[src/sppx_pkg.sv]
// Package for the serial port parameter exchange block.
// Assumes a 50 MHz pclk and an APB register bus with 32-bit data.
package sppx_pkg;
  localparam int unsigned CLK_HZ = 50000000;
  localparam logic [7:0] ADDR_CTRL = 8'h00;
  localparam logic [7:0] ADDR_STAT = 8'h04;
  localparam logic [7:0] ADDR_TXD = 8'h08;
  localparam logic [7:0] ADDR_RXD = 8'h0C;
  localparam logic [7:0] ADDR_IRQ = 8'h10;
  localparam logic [7:0] ADDR_MASK = 8'h14;
  localparam logic [7:0] ADDR_VER = 8'h18;
  localparam logic [7:0] ADDR_PCHK = 8'h1C;
  localparam int unsigned NUM_RATES = 9;
  localparam logic [17:0] RATE_DIV [NUM_RATES] = '{
    18'(CLK_HZ / 300), 18'(CLK_HZ / 600), 18'(CLK_HZ / 1200), 18'(CLK_HZ / 2400),
    18'(CLK_HZ / 4800), 18'(CLK_HZ / 9600), 18'(CLK_HZ / 19200), 18'(CLK_HZ / 34800),
    18'(CLK_HZ / 57600)};
  localparam logic [3:0] RATE_RESET = 4'h5;
  localparam logic [7:0] CHAR_XON = 8'h11;
  localparam logic [7:0] CHAR_XOFF = 8'h13;
  localparam logic [7:0] CHAR_EOF = 8'h1A;
  localparam int unsigned DATA_BITS = 8;
  localparam logic [7:0] SW_VERSION = 8'h01;
  // Status and interrupt bit positions
  localparam int unsigned EV_RXDONE = 0;
  localparam int unsigned EV_TXDONE = 1;
  localparam int unsigned EV_FRAME = 2;
  localparam int unsigned EV_OVERRUN = 3;
  localparam int unsigned EV_VERFAULT = 4;
  localparam int unsigned EV_SKIP = 5;
  localparam int unsigned EV_FILE_DONE = 6;
  localparam int unsigned NUM_EV = 7;
  typedef enum logic [1:0] {
    USE_FILE, USE_LEADER, USE_FOLLOWER, USE_TEXT
  } sppx_use_e;
  typedef enum logic [1:0] {
    XFER_IDLE, XFER_UPLOAD, XFER_DOWNLOAD
  } sppx_xfer_e;
  typedef struct packed {
    logic [3:0] rate;
    sppx_use_e use_sel;
    logic edit_mode;
    sppx_xfer_e xfer;
    logic restore;
    logic upload_end;
  } sppx_ctrl_s;
endpackage

[src/sppx_top.sv]
// Serial port with XON/XOFF parameter file transfer and APB registers.
// Assumes rxd is synchronous to pclk; APB master follows standard APB.
// Operation
// - Bit rate chosen among nine rates from 300 to 57,600 baud.
// - Port use code: 0 file, 1 leader, 2 follower, 3 text protocol.
// - Connection edit mode stops new transmit frames and idles the receiver until it is left.
// - File transfers pause on XOFF and resume on XON.
// - Text protocol runs receive and transmit at the same time.
// - Upload sends file to host, download accepts file from host.
// - Stored file from a newer software version raises a version fault.
// - Left-key acknowledge during fault restores factory defaults, clears fault.
// - Unknown parameter from tool path gives a warning and is skipped.
// - Characters framed 8 data bits, no parity, one stop bit.
// - Upload ends by sending CTRL-Z after the last record.
//
// The register addresses and the APB slave port were chosen for this implementation.
`timescale 1ns/1ns
module sppx_top
  import sppx_pkg::*;
(
  input wire logic pclk,
  input wire logic presetn,
  input wire logic psel,
  input wire logic penable,
  input wire logic pwrite,
  input wire logic [7:0] paddr,
  input wire logic [31:0] pwdata,
  output logic [31:0] prdata,
  output logic pready,
  output logic pslverr,
  input wire logic rxd,
  input wire logic left_key,
  output logic txd,
  output logic irq,
  output logic defaults_load
);
  typedef enum {TX_IDLE, TX_START, TX_DATA, TX_STOP} sppx_tx_e;
  typedef enum {RX_IDLE, RX_START, RX_DATA, RX_STOP} sppx_rx_e;

  sppx_ctrl_s ctrl, next_ctrl;
  logic [NUM_EV-1:0] stat, next_stat, mask, next_mask;
  logic [7:0] txbuf, next_txbuf, rxbuf, next_rxbuf, stored_ver, next_stored_ver;
  logic txfull, next_txfull, rxfull, next_rxfull, paused, next_paused;
  logic eof_pend, next_eof_pend, rdlatch_rx;
  logic [31:0] next_prdata;
  logic next_irq, next_defaults_load, next_txd;
  // Registered divisor keeps the rate mux off the counter reload paths
  logic [17:0] bdiv, next_bdiv;
  logic [17:0] rate_div;
  logic halted, wr_acc, rd_setup;
  logic [NUM_EV-1:0] ev;

  sppx_tx_e tx_st, next_tx_st;
  logic [17:0] tx_cnt, next_tx_cnt;
  logic [2:0] tx_bit, next_tx_bit;
  logic [7:0] tx_sh, next_tx_sh;
  logic tx_done;

  sppx_rx_e rx_st, next_rx_st;
  logic [17:0] rx_cnt, next_rx_cnt;
  logic [2:0] rx_bit, next_rx_bit;
  logic [7:0] rx_sh, next_rx_sh;
  logic rx_got, rx_ferr;

  ////////////////////////////////////////////////////////////////////
  // Bus decode
  assign wr_acc = psel && penable && pwrite;
  assign rd_setup = psel && !penable && !pwrite;
  // Edit mode stops new frames; the receiver drops to idle at once
  assign halted = ctrl.edit_mode;
  assign rate_div = (ctrl.rate < 4'(NUM_RATES)) ? RATE_DIV[ctrl.rate]
    : RATE_DIV[RATE_RESET];
  // RXD read empties the buffer at setup; a byte landing then still wins
  assign rdlatch_rx = rd_setup && paddr == ADDR_RXD;

  ////////////////////////////////////////////////////////////////////
  // Transmitter, 8N1
  always_comb begin
    next_tx_st = tx_st;
    next_tx_cnt = tx_cnt;
    next_tx_bit = tx_bit;
    next_tx_sh = tx_sh;
    next_txd = txd;
    tx_done = 1'b0;
    // Loading waits while paused; a frame in flight always completes
    if (tx_st == TX_IDLE) begin
      next_txd = 1'b1;
      if (txfull && !paused && !halted) begin
        next_tx_st = TX_START;
        next_tx_sh = txbuf;
        next_tx_cnt = bdiv - 18'h00001;
        next_txd = 1'b0;
      end
    end else if (tx_cnt != 18'h00000) begin
      next_tx_cnt = tx_cnt - 18'h00001;
    end else begin
      next_tx_cnt = bdiv - 18'h00001;
      case (tx_st)
        TX_START: begin
          next_tx_st = TX_DATA;
          next_tx_bit = 3'h0;
          next_txd = tx_sh[0];
        end
        TX_DATA: begin
          if (tx_bit == 3'(DATA_BITS - 1)) begin
            next_tx_st = TX_STOP;
            next_txd = 1'b1;
          end else begin
            next_tx_bit = tx_bit + 3'h1;
            next_tx_sh = {1'b0, tx_sh[7:1]};
            next_txd = tx_sh[1];
          end
        end
        TX_STOP: begin
          next_tx_st = TX_IDLE;
          tx_done = 1'b1;
        end
        default: next_tx_st = TX_IDLE;
      endcase
    end
  end

  ////////////////////////////////////////////////////////////////////
  // Receiver, runs independently of the transmitter
  always_comb begin
    next_rx_st = rx_st;
    next_rx_cnt = rx_cnt;
    next_rx_bit = rx_bit;
    next_rx_sh = rx_sh;
    rx_got = 1'b0;
    rx_ferr = 1'b0;
    if (halted) begin
      next_rx_st = RX_IDLE;
    end else if (rx_st == RX_IDLE) begin
      if (!rxd) begin
        next_rx_st = RX_START;
        next_rx_cnt = {1'b0, bdiv[17:1]};
      end
    end else if (rx_cnt != 18'h00000) begin
      next_rx_cnt = rx_cnt - 18'h00001;
    end else begin
      next_rx_cnt = bdiv - 18'h00001;
      case (rx_st)
        RX_START: begin
          next_rx_st = rxd ? RX_IDLE : RX_DATA;
          next_rx_bit = 3'h0;
        end
        RX_DATA: begin
          next_rx_sh = {rxd, rx_sh[7:1]};
          if (rx_bit == 3'(DATA_BITS - 1)) begin
            next_rx_st = RX_STOP;
          end
          next_rx_bit = rx_bit + 3'h1;
        end
        RX_STOP: begin
          next_rx_st = RX_IDLE;
          rx_got = rxd;
          rx_ferr = !rxd;
        end
        default: next_rx_st = RX_IDLE;
      endcase
    end
  end

  ////////////////////////////////////////////////////////////////////
  // Registers, flow control and events
  always_comb begin
    next_ctrl = ctrl;
    next_mask = mask;
    next_txbuf = txbuf;
    next_txfull = txfull;
    next_rxbuf = rxbuf;
    next_rxfull = rxfull;
    next_paused = paused;
    next_eof_pend = eof_pend;
    next_stored_ver = stored_ver;
    next_defaults_load = 1'b0;
    next_bdiv = rate_div;
    ev = '0;
    if (tx_st == TX_IDLE && txfull && !paused && !halted) begin
      next_txfull = 1'b0;
    end
    // CTRL-Z closes the upload once the last record has left
    if (eof_pend && !next_txfull && !txfull) begin
      next_txbuf = CHAR_EOF;
      next_txfull = 1'b1;
      next_eof_pend = 1'b0;
      ev[EV_FILE_DONE] = 1'b1;
    end
    if (rdlatch_rx) begin
      next_rxfull = 1'b0;
    end
    if (rx_got) begin
      // Flow characters steer the sender in file mode during a transfer; text mode passes all through
      if (ctrl.use_sel == USE_FILE && ctrl.xfer != XFER_IDLE
          && (rx_sh == CHAR_XOFF || rx_sh == CHAR_XON)) begin
        next_paused = (rx_sh == CHAR_XOFF);
      end else begin
        ev[EV_OVERRUN] = rxfull && !rdlatch_rx;
        next_rxbuf = rx_sh;
        next_rxfull = 1'b1;
        ev[EV_RXDONE] = 1'b1;
        if (ctrl.xfer == XFER_DOWNLOAD && rx_sh == CHAR_EOF) begin
          ev[EV_FILE_DONE] = 1'b1;
        end
      end
    end
    ev[EV_FRAME] = rx_ferr;
    ev[EV_TXDONE] = tx_done;
    if (ctrl.xfer == XFER_IDLE || ctrl.use_sel != USE_FILE) begin
      next_paused = 1'b0;
    end
    if (ctrl.upload_end) begin
      next_ctrl.upload_end = 1'b0;
    end
    if (ctrl.restore) begin
      next_ctrl.restore = 1'b0;
    end
    // Version fault stays up until acknowledged with the left key or the CTRL restore bit
    if (stored_ver > SW_VERSION) begin
      ev[EV_VERFAULT] = 1'b1;
      if (left_key || ctrl.restore) begin
        next_defaults_load = 1'b1;
        next_stored_ver = SW_VERSION;
        next_ctrl = '0;
        next_ctrl.rate = RATE_RESET;
      end
    end
    if (wr_acc) begin
      case (paddr)
        ADDR_CTRL: begin
          next_ctrl.rate = pwdata[3:0];
          next_ctrl.use_sel = sppx_use_e'(pwdata[5:4]);
          next_ctrl.edit_mode = pwdata[6];
          next_ctrl.xfer = sppx_xfer_e'(pwdata[9:8]);
          next_ctrl.restore = pwdata[10];
          next_ctrl.upload_end = pwdata[11];
          if (pwdata[11] && ctrl.xfer == XFER_UPLOAD) begin
            next_eof_pend = 1'b1;
          end
        end
        ADDR_TXD: begin
          if (!txfull) begin
            next_txbuf = pwdata[7:0];
            next_txfull = 1'b1;
          end
        end
        ADDR_MASK: next_mask = pwdata[NUM_EV-1:0];
        ADDR_VER: next_stored_ver = pwdata[7:0];
        ADDR_PCHK: ev[EV_SKIP] = pwdata[31];
        default: begin
        end
      endcase
    end
  end

  // Sticky status, write one to clear, set wins
  always_comb begin
    next_stat = stat;
    if (wr_acc && paddr == ADDR_IRQ) begin
      next_stat = stat & ~pwdata[NUM_EV-1:0];
    end
    next_stat = next_stat | ev;
    next_irq = |(next_stat & mask);
  end

  always_comb begin
    next_prdata = 32'h0000_0000;
    // Loaded in the setup phase so the data stands through the access phase
    if (rd_setup) begin
      case (paddr)
        ADDR_CTRL: next_prdata = {20'h00000, 1'b0, 1'b0, ctrl.xfer, 1'b0, ctrl.edit_mode,
                                  ctrl.use_sel, ctrl.rate};
        ADDR_STAT: next_prdata = {26'h0, stored_ver > SW_VERSION, eof_pend, paused,
                                  tx_st != TX_IDLE, rxfull, txfull};
        ADDR_RXD: next_prdata = {24'h000000, rxbuf};
        ADDR_IRQ: next_prdata = {25'h0, stat};
        ADDR_MASK: next_prdata = {25'h0, mask};
        ADDR_VER: next_prdata = {24'h000000, stored_ver};
        default: next_prdata = 32'h0000_0000;
      endcase
    end
  end

  always_ff @(posedge pclk or negedge presetn) begin
    if (!presetn) begin
      ctrl <= '{rate: RATE_RESET, use_sel: USE_FILE, edit_mode: 1'b0, xfer: XFER_IDLE,
                restore: 1'b0, upload_end: 1'b0};
      stat <= '0;
      mask <= '0;
      txbuf <= 8'h00;
      rxbuf <= 8'h00;
      stored_ver <= SW_VERSION;
      txfull <= 1'b0;
      rxfull <= 1'b0;
      paused <= 1'b0;
      eof_pend <= 1'b0;
      prdata <= 32'h0000_0000;
      pready <= 1'b0;
      pslverr <= 1'b0;
      irq <= 1'b0;
      defaults_load <= 1'b0;
      txd <= 1'b1;
      bdiv <= RATE_DIV[RATE_RESET];
      tx_st <= TX_IDLE;
      tx_cnt <= 18'h00000;
      tx_bit <= 3'h0;
      tx_sh <= 8'h00;
      rx_st <= RX_IDLE;
      rx_cnt <= 18'h00000;
      rx_bit <= 3'h0;
      rx_sh <= 8'h00;
    end else begin
      ctrl <= next_ctrl;
      stat <= next_stat;
      mask <= next_mask;
      txbuf <= next_txbuf;
      rxbuf <= next_rxbuf;
      stored_ver <= next_stored_ver;
      txfull <= next_txfull;
      rxfull <= next_rxfull;
      paused <= next_paused;
      eof_pend <= next_eof_pend;
      prdata <= next_prdata;
      pready <= 1'b1;
      pslverr <= 1'b0;
      irq <= next_irq;
      defaults_load <= next_defaults_load;
      txd <= next_txd;
      bdiv <= next_bdiv;
      tx_st <= next_tx_st;
      tx_cnt <= next_tx_cnt;
      tx_bit <= next_tx_bit;
      tx_sh <= next_tx_sh;
      rx_st <= next_rx_st;
      rx_cnt <= next_rx_cnt;
      rx_bit <= next_rx_bit;
      rx_sh <= next_rx_sh;
    end
  end
endmodule

[config.mk]
export PLATFORM = sky130hd
export DESIGN_NAME = sppx_top
export DESIGN_NICKNAME = d
export VERILOG_FILES = /design/src/sppx_pkg.sv /design/src/sppx_top.sv
export SDC_FILE = /design/constraint.sdc
export NUM_CORES = 1
export LEC_CHECK = 0
export BUFFER_PORTS_ARGS = -buffer_cell sky130_fd_sc_hd__buf_2
export CORE_MARGIN = 5
export CORE_UTILIZATION = 57
export DETAILED_ROUTE_END_ITERATION = 10
export GPL_ROUTABILITY_DRIVEN = 0
export PLACE_DENSITY = 0.86
export SLEW_MARGIN = 20
export SYNTH_ARGS = -nofsm -noshare
export SYNTH_HDL_FRONTEND = slang
export SYNTH_SLANG_ARGS = --single-unit
[constraint.sdc]
create_clock -name pclk -period 3.1 [get_ports pclk]
set_input_delay 0.155 -clock pclk [delete_from_list [all_inputs] [get_ports pclk]]
set_output_delay 0.155 -clock pclk [all_outputs]
set_load 0.02 [all_outputs]
# == Word-level counts from Yosys, hierarchy flattened ==
# Memory sizes are Yosys's and may differ from the RTL's.
# Cells that the tools add are included.
# word_totals
mem_count,1
output_inout_bits,37
romBits,288
in_bits,47
regBits,228
elab_cells,222
# op_classes
eq_ne,29
addsub,5
reduce_logical,57
magnitude_cmp,3
bitwise_logic,11
mux,88
# mem_list
name,words,width,read_ports,rd_clocked_by_memory_dff,write_ports,line,source
(no name shown),16,18,1,0,0,sppx_top.sv:71,assign rate_div = (ctrl.rate < 4'(NUM_RATES)) ? RATE_DIV[ctrl.rate]
# ops
op,count
two-way mux 32 bit,9
two-way mux 18 bit,9
equality test 32 x 2 -> 1 bit (second input constant),4
one-hot mux 32 bit (2 select lines),2
two-way mux 8 bit,13
equality test 32 x 1 -> 1 bit (second input constant),2
logical NOT 32 bit,2
one-hot mux 10 bit (6 select lines),1
equality test 8 x 5 -> 1 bit (second input constant),7
subtractor 18 x 1 -> 18 bit (second input constant),3
two-way mux 11 bit,4
two-way mux 1 bit,43
nonzero test 18 bit,2
nonzero test 32 bit,1
logical AND 1 bit,18
equality test 8 x 4 -> 1 bit (second input constant),2
AND reduction 4 bit,4
AND 7 bit,2
nonzero test 2 bit,7
one-hot mux 3 bit (2 select lines),2
two-way mux 10 bit,1
AND reduction 2 bit,5
inequality test 3 bit (second input constant),3
equality test 8 x 3 -> 1 bit (second input constant),1
other kinds (25),46

# == Depth between registers and ports, before layout ==
# depth
word_depth,15
mapped_depth,10
ltp_nobuf,8

# == Least setup slack after synthesis ==
# OpenSTA, ideal clock, no wires.
# synth_path
kind,reg2reg
from,register rx_cnt[14]
to,register rxbuf[0]
t_arrival_ps,2570
stages_incl_launch_ff,8
path_buffers,3
synth_period_minus_slack_ps,2695
path_slack_ps,405
required_time_ps,2975
setup_ps,125
cell_sequence,dfrtp_1 -> buf_6 -> or4_1 -> or4_1 -> buf_2 -> or4_4 -> buf_6 -> mux2_4
# synth_between
elab_chain_len,5
# synth_lines
item,line,source
start: declaration,sppx_top.sv:60,"logic [17:0] rx_cnt, next_rx_cnt;"
start signal: assignment,sppx_top.sv:336,rx_cnt <= next_rx_cnt;
nonzero test 18 bit,sppx_top.sv:139,end else if (rx_cnt != 18'h00000) begin
two-way mux 1 bit,sppx_top.sv:139,
two-way mux 1 bit,sppx_top.sv:134,end else if (rx_st == RX_IDLE) begin
two-way mux 1 bit,sppx_top.sv:132,if (halted) begin
AND reduction 2 bit (no source line),n/a,
end signal: assignment,sppx_top.sv:318,rxbuf <= next_rxbuf;
end: declaration,sppx_top.sv:42,"logic [7:0] txbuf, next_txbuf, rxbuf, next_rxbuf, stored_ver, next_stored_ver;"
# No other way between the ends.
# A chain may end at the register's enable or synchronous reset.

# == Worst setup path after layout ==
# layout_path
from,register bdiv[15]
to,register rx_cnt[16]
# layout_between
elab_chain_len,3
# layout_lines
item,line,source
start: declaration,sppx_top.sv:48,"logic [17:0] bdiv, next_bdiv;"
start signal: assignment,sppx_top.sv:304,bdiv <= RATE_DIV[RATE_RESET];
start signal: assignment,sppx_top.sv:330,bdiv <= next_bdiv;
subtractor 18 x 1 -> 18 bit,sppx_top.sv:142,next_rx_cnt = bdiv - 18'h00001;
two-way mux 18 bit,sppx_top.sv:139,
two-way mux 18 bit,sppx_top.sv:134,
# No other way between the ends.

==> metrics.log <==
[metrics] series of cell instances along the critical path: inv_1 > ha_1 > or4b_2 > or4_1 > a21boi_1 > xnor2_1 > o21ai_0 > o221a_2
[metrics] setup violators final: 0
[metrics] most numerous cell in the Yosys netlist: sky130_fd_sc_hd__dfrtp_1
[metrics] part of the power in the clock network: 35.6%
[metrics] overall power of the completed layout: 5.68 mW
[metrics] dominant cell type by area after synthesis: sky130_fd_sc_hd__dfrtp_1
[metrics] sw power: 1.88 mW
[metrics] most frequent cells after synthesis: 135 x sky130_fd_sc_hd__dfrtp_1, 93 x sky130_fd_sc_hd__o21ai_0, 78 x sky130_fd_sc_hd__nand2_1
[metrics] share of the cycle needed by the critical path after routing: 94.0%
[metrics] via count of the first global-routing pass: 6,701
[metrics] reported leakage power: 3.90 nW
[metrics] fraction of synthesized cell area taken by the top area cell type: 42.0%
[metrics] worst setup skew after layout: 0.0100 ns
[metrics] later-pin clock latency in the skew report: 0.43 ns
[metrics] part of the power in registers: 41.8%
[metrics] Routed Wire Length: 20,400 µm
[metrics] Max-slew headroom: 53.2%
[metrics] top area cells in the synthesized netlist: sky130_fd_sc_hd__dfrtp_1 42%, sky130_fd_sc_hd__o21ai_0 5.8%, sky130_fd_sc_hd__nand2_1 3.6%, sky130_fd_sc_hd__ha_1 3.6%, sky130_fd_sc_hd__nor2_1 3.3%
[metrics] count of state elements after synthesis: 144
[metrics] count of endpoints failing hold in the final timing report: 0
[metrics] routed via count: 6,958
[metrics] maximum clock frequency: 0.343 GHz
[metrics] CP max stage delay: 0.68 ns
[metrics] Reg-to-Reg End: rx_cnt[16]
[metrics] maximum number of pins on one net before global-route repair: 74
[metrics] power share of the combinational group: 22.7%
[metrics] Syn Area/Cell: 9.31 µm²
[metrics] number of H-tree branching levels: 4
[metrics] area growth from synthesis to final layout: 12.2%
[metrics] TritonCTS buffer count: 17
[metrics] final critical-path required period: 2.91 ns
[metrics] overflow left after global routing: 0
[metrics] Root Driver: sky130_fd_sc_hd__clkbuf_16
[metrics] Filler Cell Count: 1,103
[metrics] data arrival time of the critical path: 3.22 ns
[metrics] number of instances on the worst hold path: 3
[metrics] setup TNS: 0 ns
[metrics] placed wire-length estimate: 14,100 µm
[metrics] gate count after technology mapping: 865
[metrics] All-Layer GR Usage: 25.3%
[metrics] unrepaired setup endpoints after global routing: no
[metrics] first-pass iteration count of the detailed router: 8
[metrics] hold endpoint: stored_ver[4]
[metrics] starting density of the core: 58.0%
[metrics] result of the run: finished, final reports clean
[metrics] antenna-violating nets left: 0
[metrics] Internal Dissipation: 3.80 mW
[metrics] fraction of final layout cells sized beyond drive strength 1: 15.3%
[metrics] # diodes: 0
[metrics] I/O Buffers: 41
[metrics] area of combinational cells with multiple inputs: 4020 µm²
[metrics] Worst-Margin Slew: 0.702 ns
[metrics] clock transition at the register clock pins on the worst setup and hold paths after CTS: 0.06 ns
[metrics] global-route wire length before repair: 33,400 µm
[metrics] Iteration-0 DRC Markers: 788
[metrics] DRC Markers: 0
[metrics] Yosys warning total: 0
[metrics] Final Max Slew Viols: 0
[metrics] number of placement rows: 43
[metrics] nature of the critical path startpoint: flip-flop
[metrics] worst-case register-to-register setup slack: 0.19 ns
[metrics] FF-to-FF path depth: 8
[metrics] top-level port count: 84
[metrics] R2R Path Start: bdiv[15]
[metrics] Min-Delay Path Class: primary input to flip-flop
[metrics] Max IR drop VDD: 0.436 mV
[metrics] Sequential Area: 3610 µm²
[metrics] detailed-route wire length per cell: 18.4 µm
[metrics] proportion of synthesized flip-flops having asynchronous set or reset: 100%
[metrics] core region area: 13,900 µm²
[metrics] CP max FO: 5
[metrics] Die Height: 129 µm
[metrics] Switching Share: 33.1%
[metrics] top_reg_cell synth: sky130_fd_sc_hd__dfrtp_1
[metrics] power per cell area: 629 nW/µm²
[metrics] endpoint class of the critical path: flip-flop
[metrics] portion of the post-synthesis area used by sequential elements: 44.9%
[metrics] Clock Path Buffers: 2
[metrics] post-synth design cell area: 8050 µm²
[metrics] WS Path Type: flip-flop to flip-flop
[metrics] post-synthesis cell type count: 71
[metrics] required time of the critical path: 3.41 ns
[metrics] Slowest-stage cell, CP: sky130_fd_sc_hd__or4b_2
[metrics] number of enable-type register cells in the synthesized netlist: 0
[metrics] beginning of the worst hold path: pwdata[4]
[metrics] clock tree from TritonCTS: built
[metrics] CTS Sinks: 144
[metrics] number of nets in the layout: 981
[metrics] total setup buffers inserted after CTS: 0
[metrics] die width: 129 µm
[metrics] number of antenna violations at the first check in global routing: 0
[metrics] max-cap check violation count: 0
[metrics] vias per std cell: 6.30
[metrics] area of the die: 16,600 µm²
worst max-delay path, delay by kind of cell (launching register included):
family | cells | cell delay, ns
and+or+nand+nor | 2 | 1.17
DFF | 1 | 0.42
adders and majority gates | 1 | 0.23
AOI/OAI and AO/OA | 3 | 0.67
buffers and inverters | 1 | 0.09
xor gates and xnor gates | 1 | 0.20
cell type report:
class,count,area share [%]
multi-input cells,640,44.5
flip-flops and latches,144,40.0
clock buffers,20,4.95
repair buffers,66,4.75
well taps,180,2.49
inverters,42,1.75
clock inverters,12,1.50
metrics by stage:
stage	worst slack (ns)	util, %	area, µm²	hold WS (ns)	cells
global placement	0.338	60.4	8380	0.213	1065
CTS	0.237	65.1	9030	0.00118	1104
global route	0.115	65.1	9030	0.00626	1104
floorplan	0.405	-	8130	-0.141	887
finish	0.187	65.1	9030	0.0186	1104
detailed placement	0.321	60.4	8380	0.224	1065
how the worst max path moves through the flow:
stage | cells after the start | startpoint | end
floorplan | 7 | rx_cnt[14] | rxbuf[0]
global placement | 4 | rx_cnt[14] | rxbuf[5]
detailed placement | 4 | rx_cnt[14] | rxbuf[3]
CTS | 8 | bdiv[15] | rx_cnt[16]
global route | 8 | bdiv[15] | rx_cnt[16]
finish | 8 | bdiv[15] | rx_cnt[16]
state kept, by name, indices dropped and copies added, names as in the netlist, 2 cells and up:
register / count
bdiv: 16
stored_ver: 8
prdata: 10
mask: 7
rxbuf: 8
stat: 7
tx_cnt: 18
rx_cnt: 18
rx_sh: 8
tx_sh: 8
ctrl: 9
tx_bit: 3
rx_bit: 3
tx_st: 2
txbuf: 8
rx_st: 2
logic make-up after synthesis:
group / count (synthesis) / synth area share, %
DFF: 144 / 44.9
AOI/OAI and AO/OA: 231 / 18.0
buffers and inverters: 103 / 6.12
and+or+nand+nor: 306 / 19.3
other: 2 / 0.0933
muxes: 39 / 6.11
adders and majority gates: 23 / 3.58
xor gates and xnor gates: 17 / 1.85
power by group through the flow:
stage	clock (mW)	combinational (mW)	sequential [mW]
after floorplan	0	0.959	2.30
after CTS	2.03	1.26	2.36
final	2.02	1.29	2.37
after global routing	2.12	1.42	2.40
after detailed placement	0	1.23	2.38
after global placement	0	1.19	2.37
placed cells by master (no fill, tap or decap), types with 7 or more instances in the layout:
cell type,instances
sky130_fd_sc_hd__dfrtp_1,135
sky130_fd_sc_hd__o21ai_0,93
sky130_fd_sc_hd__nand2_1,78
sky130_fd_sc_hd__nor2_1,71
sky130_fd_sc_hd__a21oi_1,43
sky130_fd_sc_hd__inv_1,42
sky130_fd_sc_hd__buf_2,40
sky130_fd_sc_hd__nand3_1,36
sky130_fd_sc_hd__conb_1,24
sky130_fd_sc_hd__ha_1,23
sky130_fd_sc_hd__nor3_1,22
sky130_fd_sc_hd__clkbuf_16,17
sky130_fd_sc_hd__buf_4,17
sky130_fd_sc_hd__nor4_1,16
sky130_fd_sc_hd__or4_1,15
sky130_fd_sc_hd__mux2i_1,15
sky130_fd_sc_hd__or3_1,14
sky130_fd_sc_hd__mux2_2,13
sky130_fd_sc_hd__nand2b_1,12
sky130_fd_sc_hd__or2_2,10
sky130_fd_sc_hd__xnor2_1,10
sky130_fd_sc_hd__a22oi_1,9
sky130_fd_sc_hd__a211oi_1,9
sky130_fd_sc_hd__dfstp_2,9
sky130_fd_sc_hd__o31ai_1,7
sky130_fd_sc_hd__mux2_4,7
sky130_fd_sc_hd__xor2_1,7
sky130_fd_sc_hd__dlygate4sd3_1,7
layer usage:
| layer | vias to the layer above | wire length, µm | global-route usage (%) |
|---|---|---|---|
| li1 | 3192 | - | - |
| met3 | 63 | 1520 | 5.52 |
| met1 | 3338 | 8320 | 33.4 |
| met5 | - | 0 | 0 |
| met2 | 365 | 9880 | 40.3 |
| met4 | 0 | 640 | 11.2 |
timing repair:
| action | CTS | global route |
|---|---|---|
| resized for setup | 0 | 0 |
| hold endpoints to repair | 73 | 0 |
| hold buffers | 7 | 0 |
Note: power is estimated with default switching activity, not from simulation.
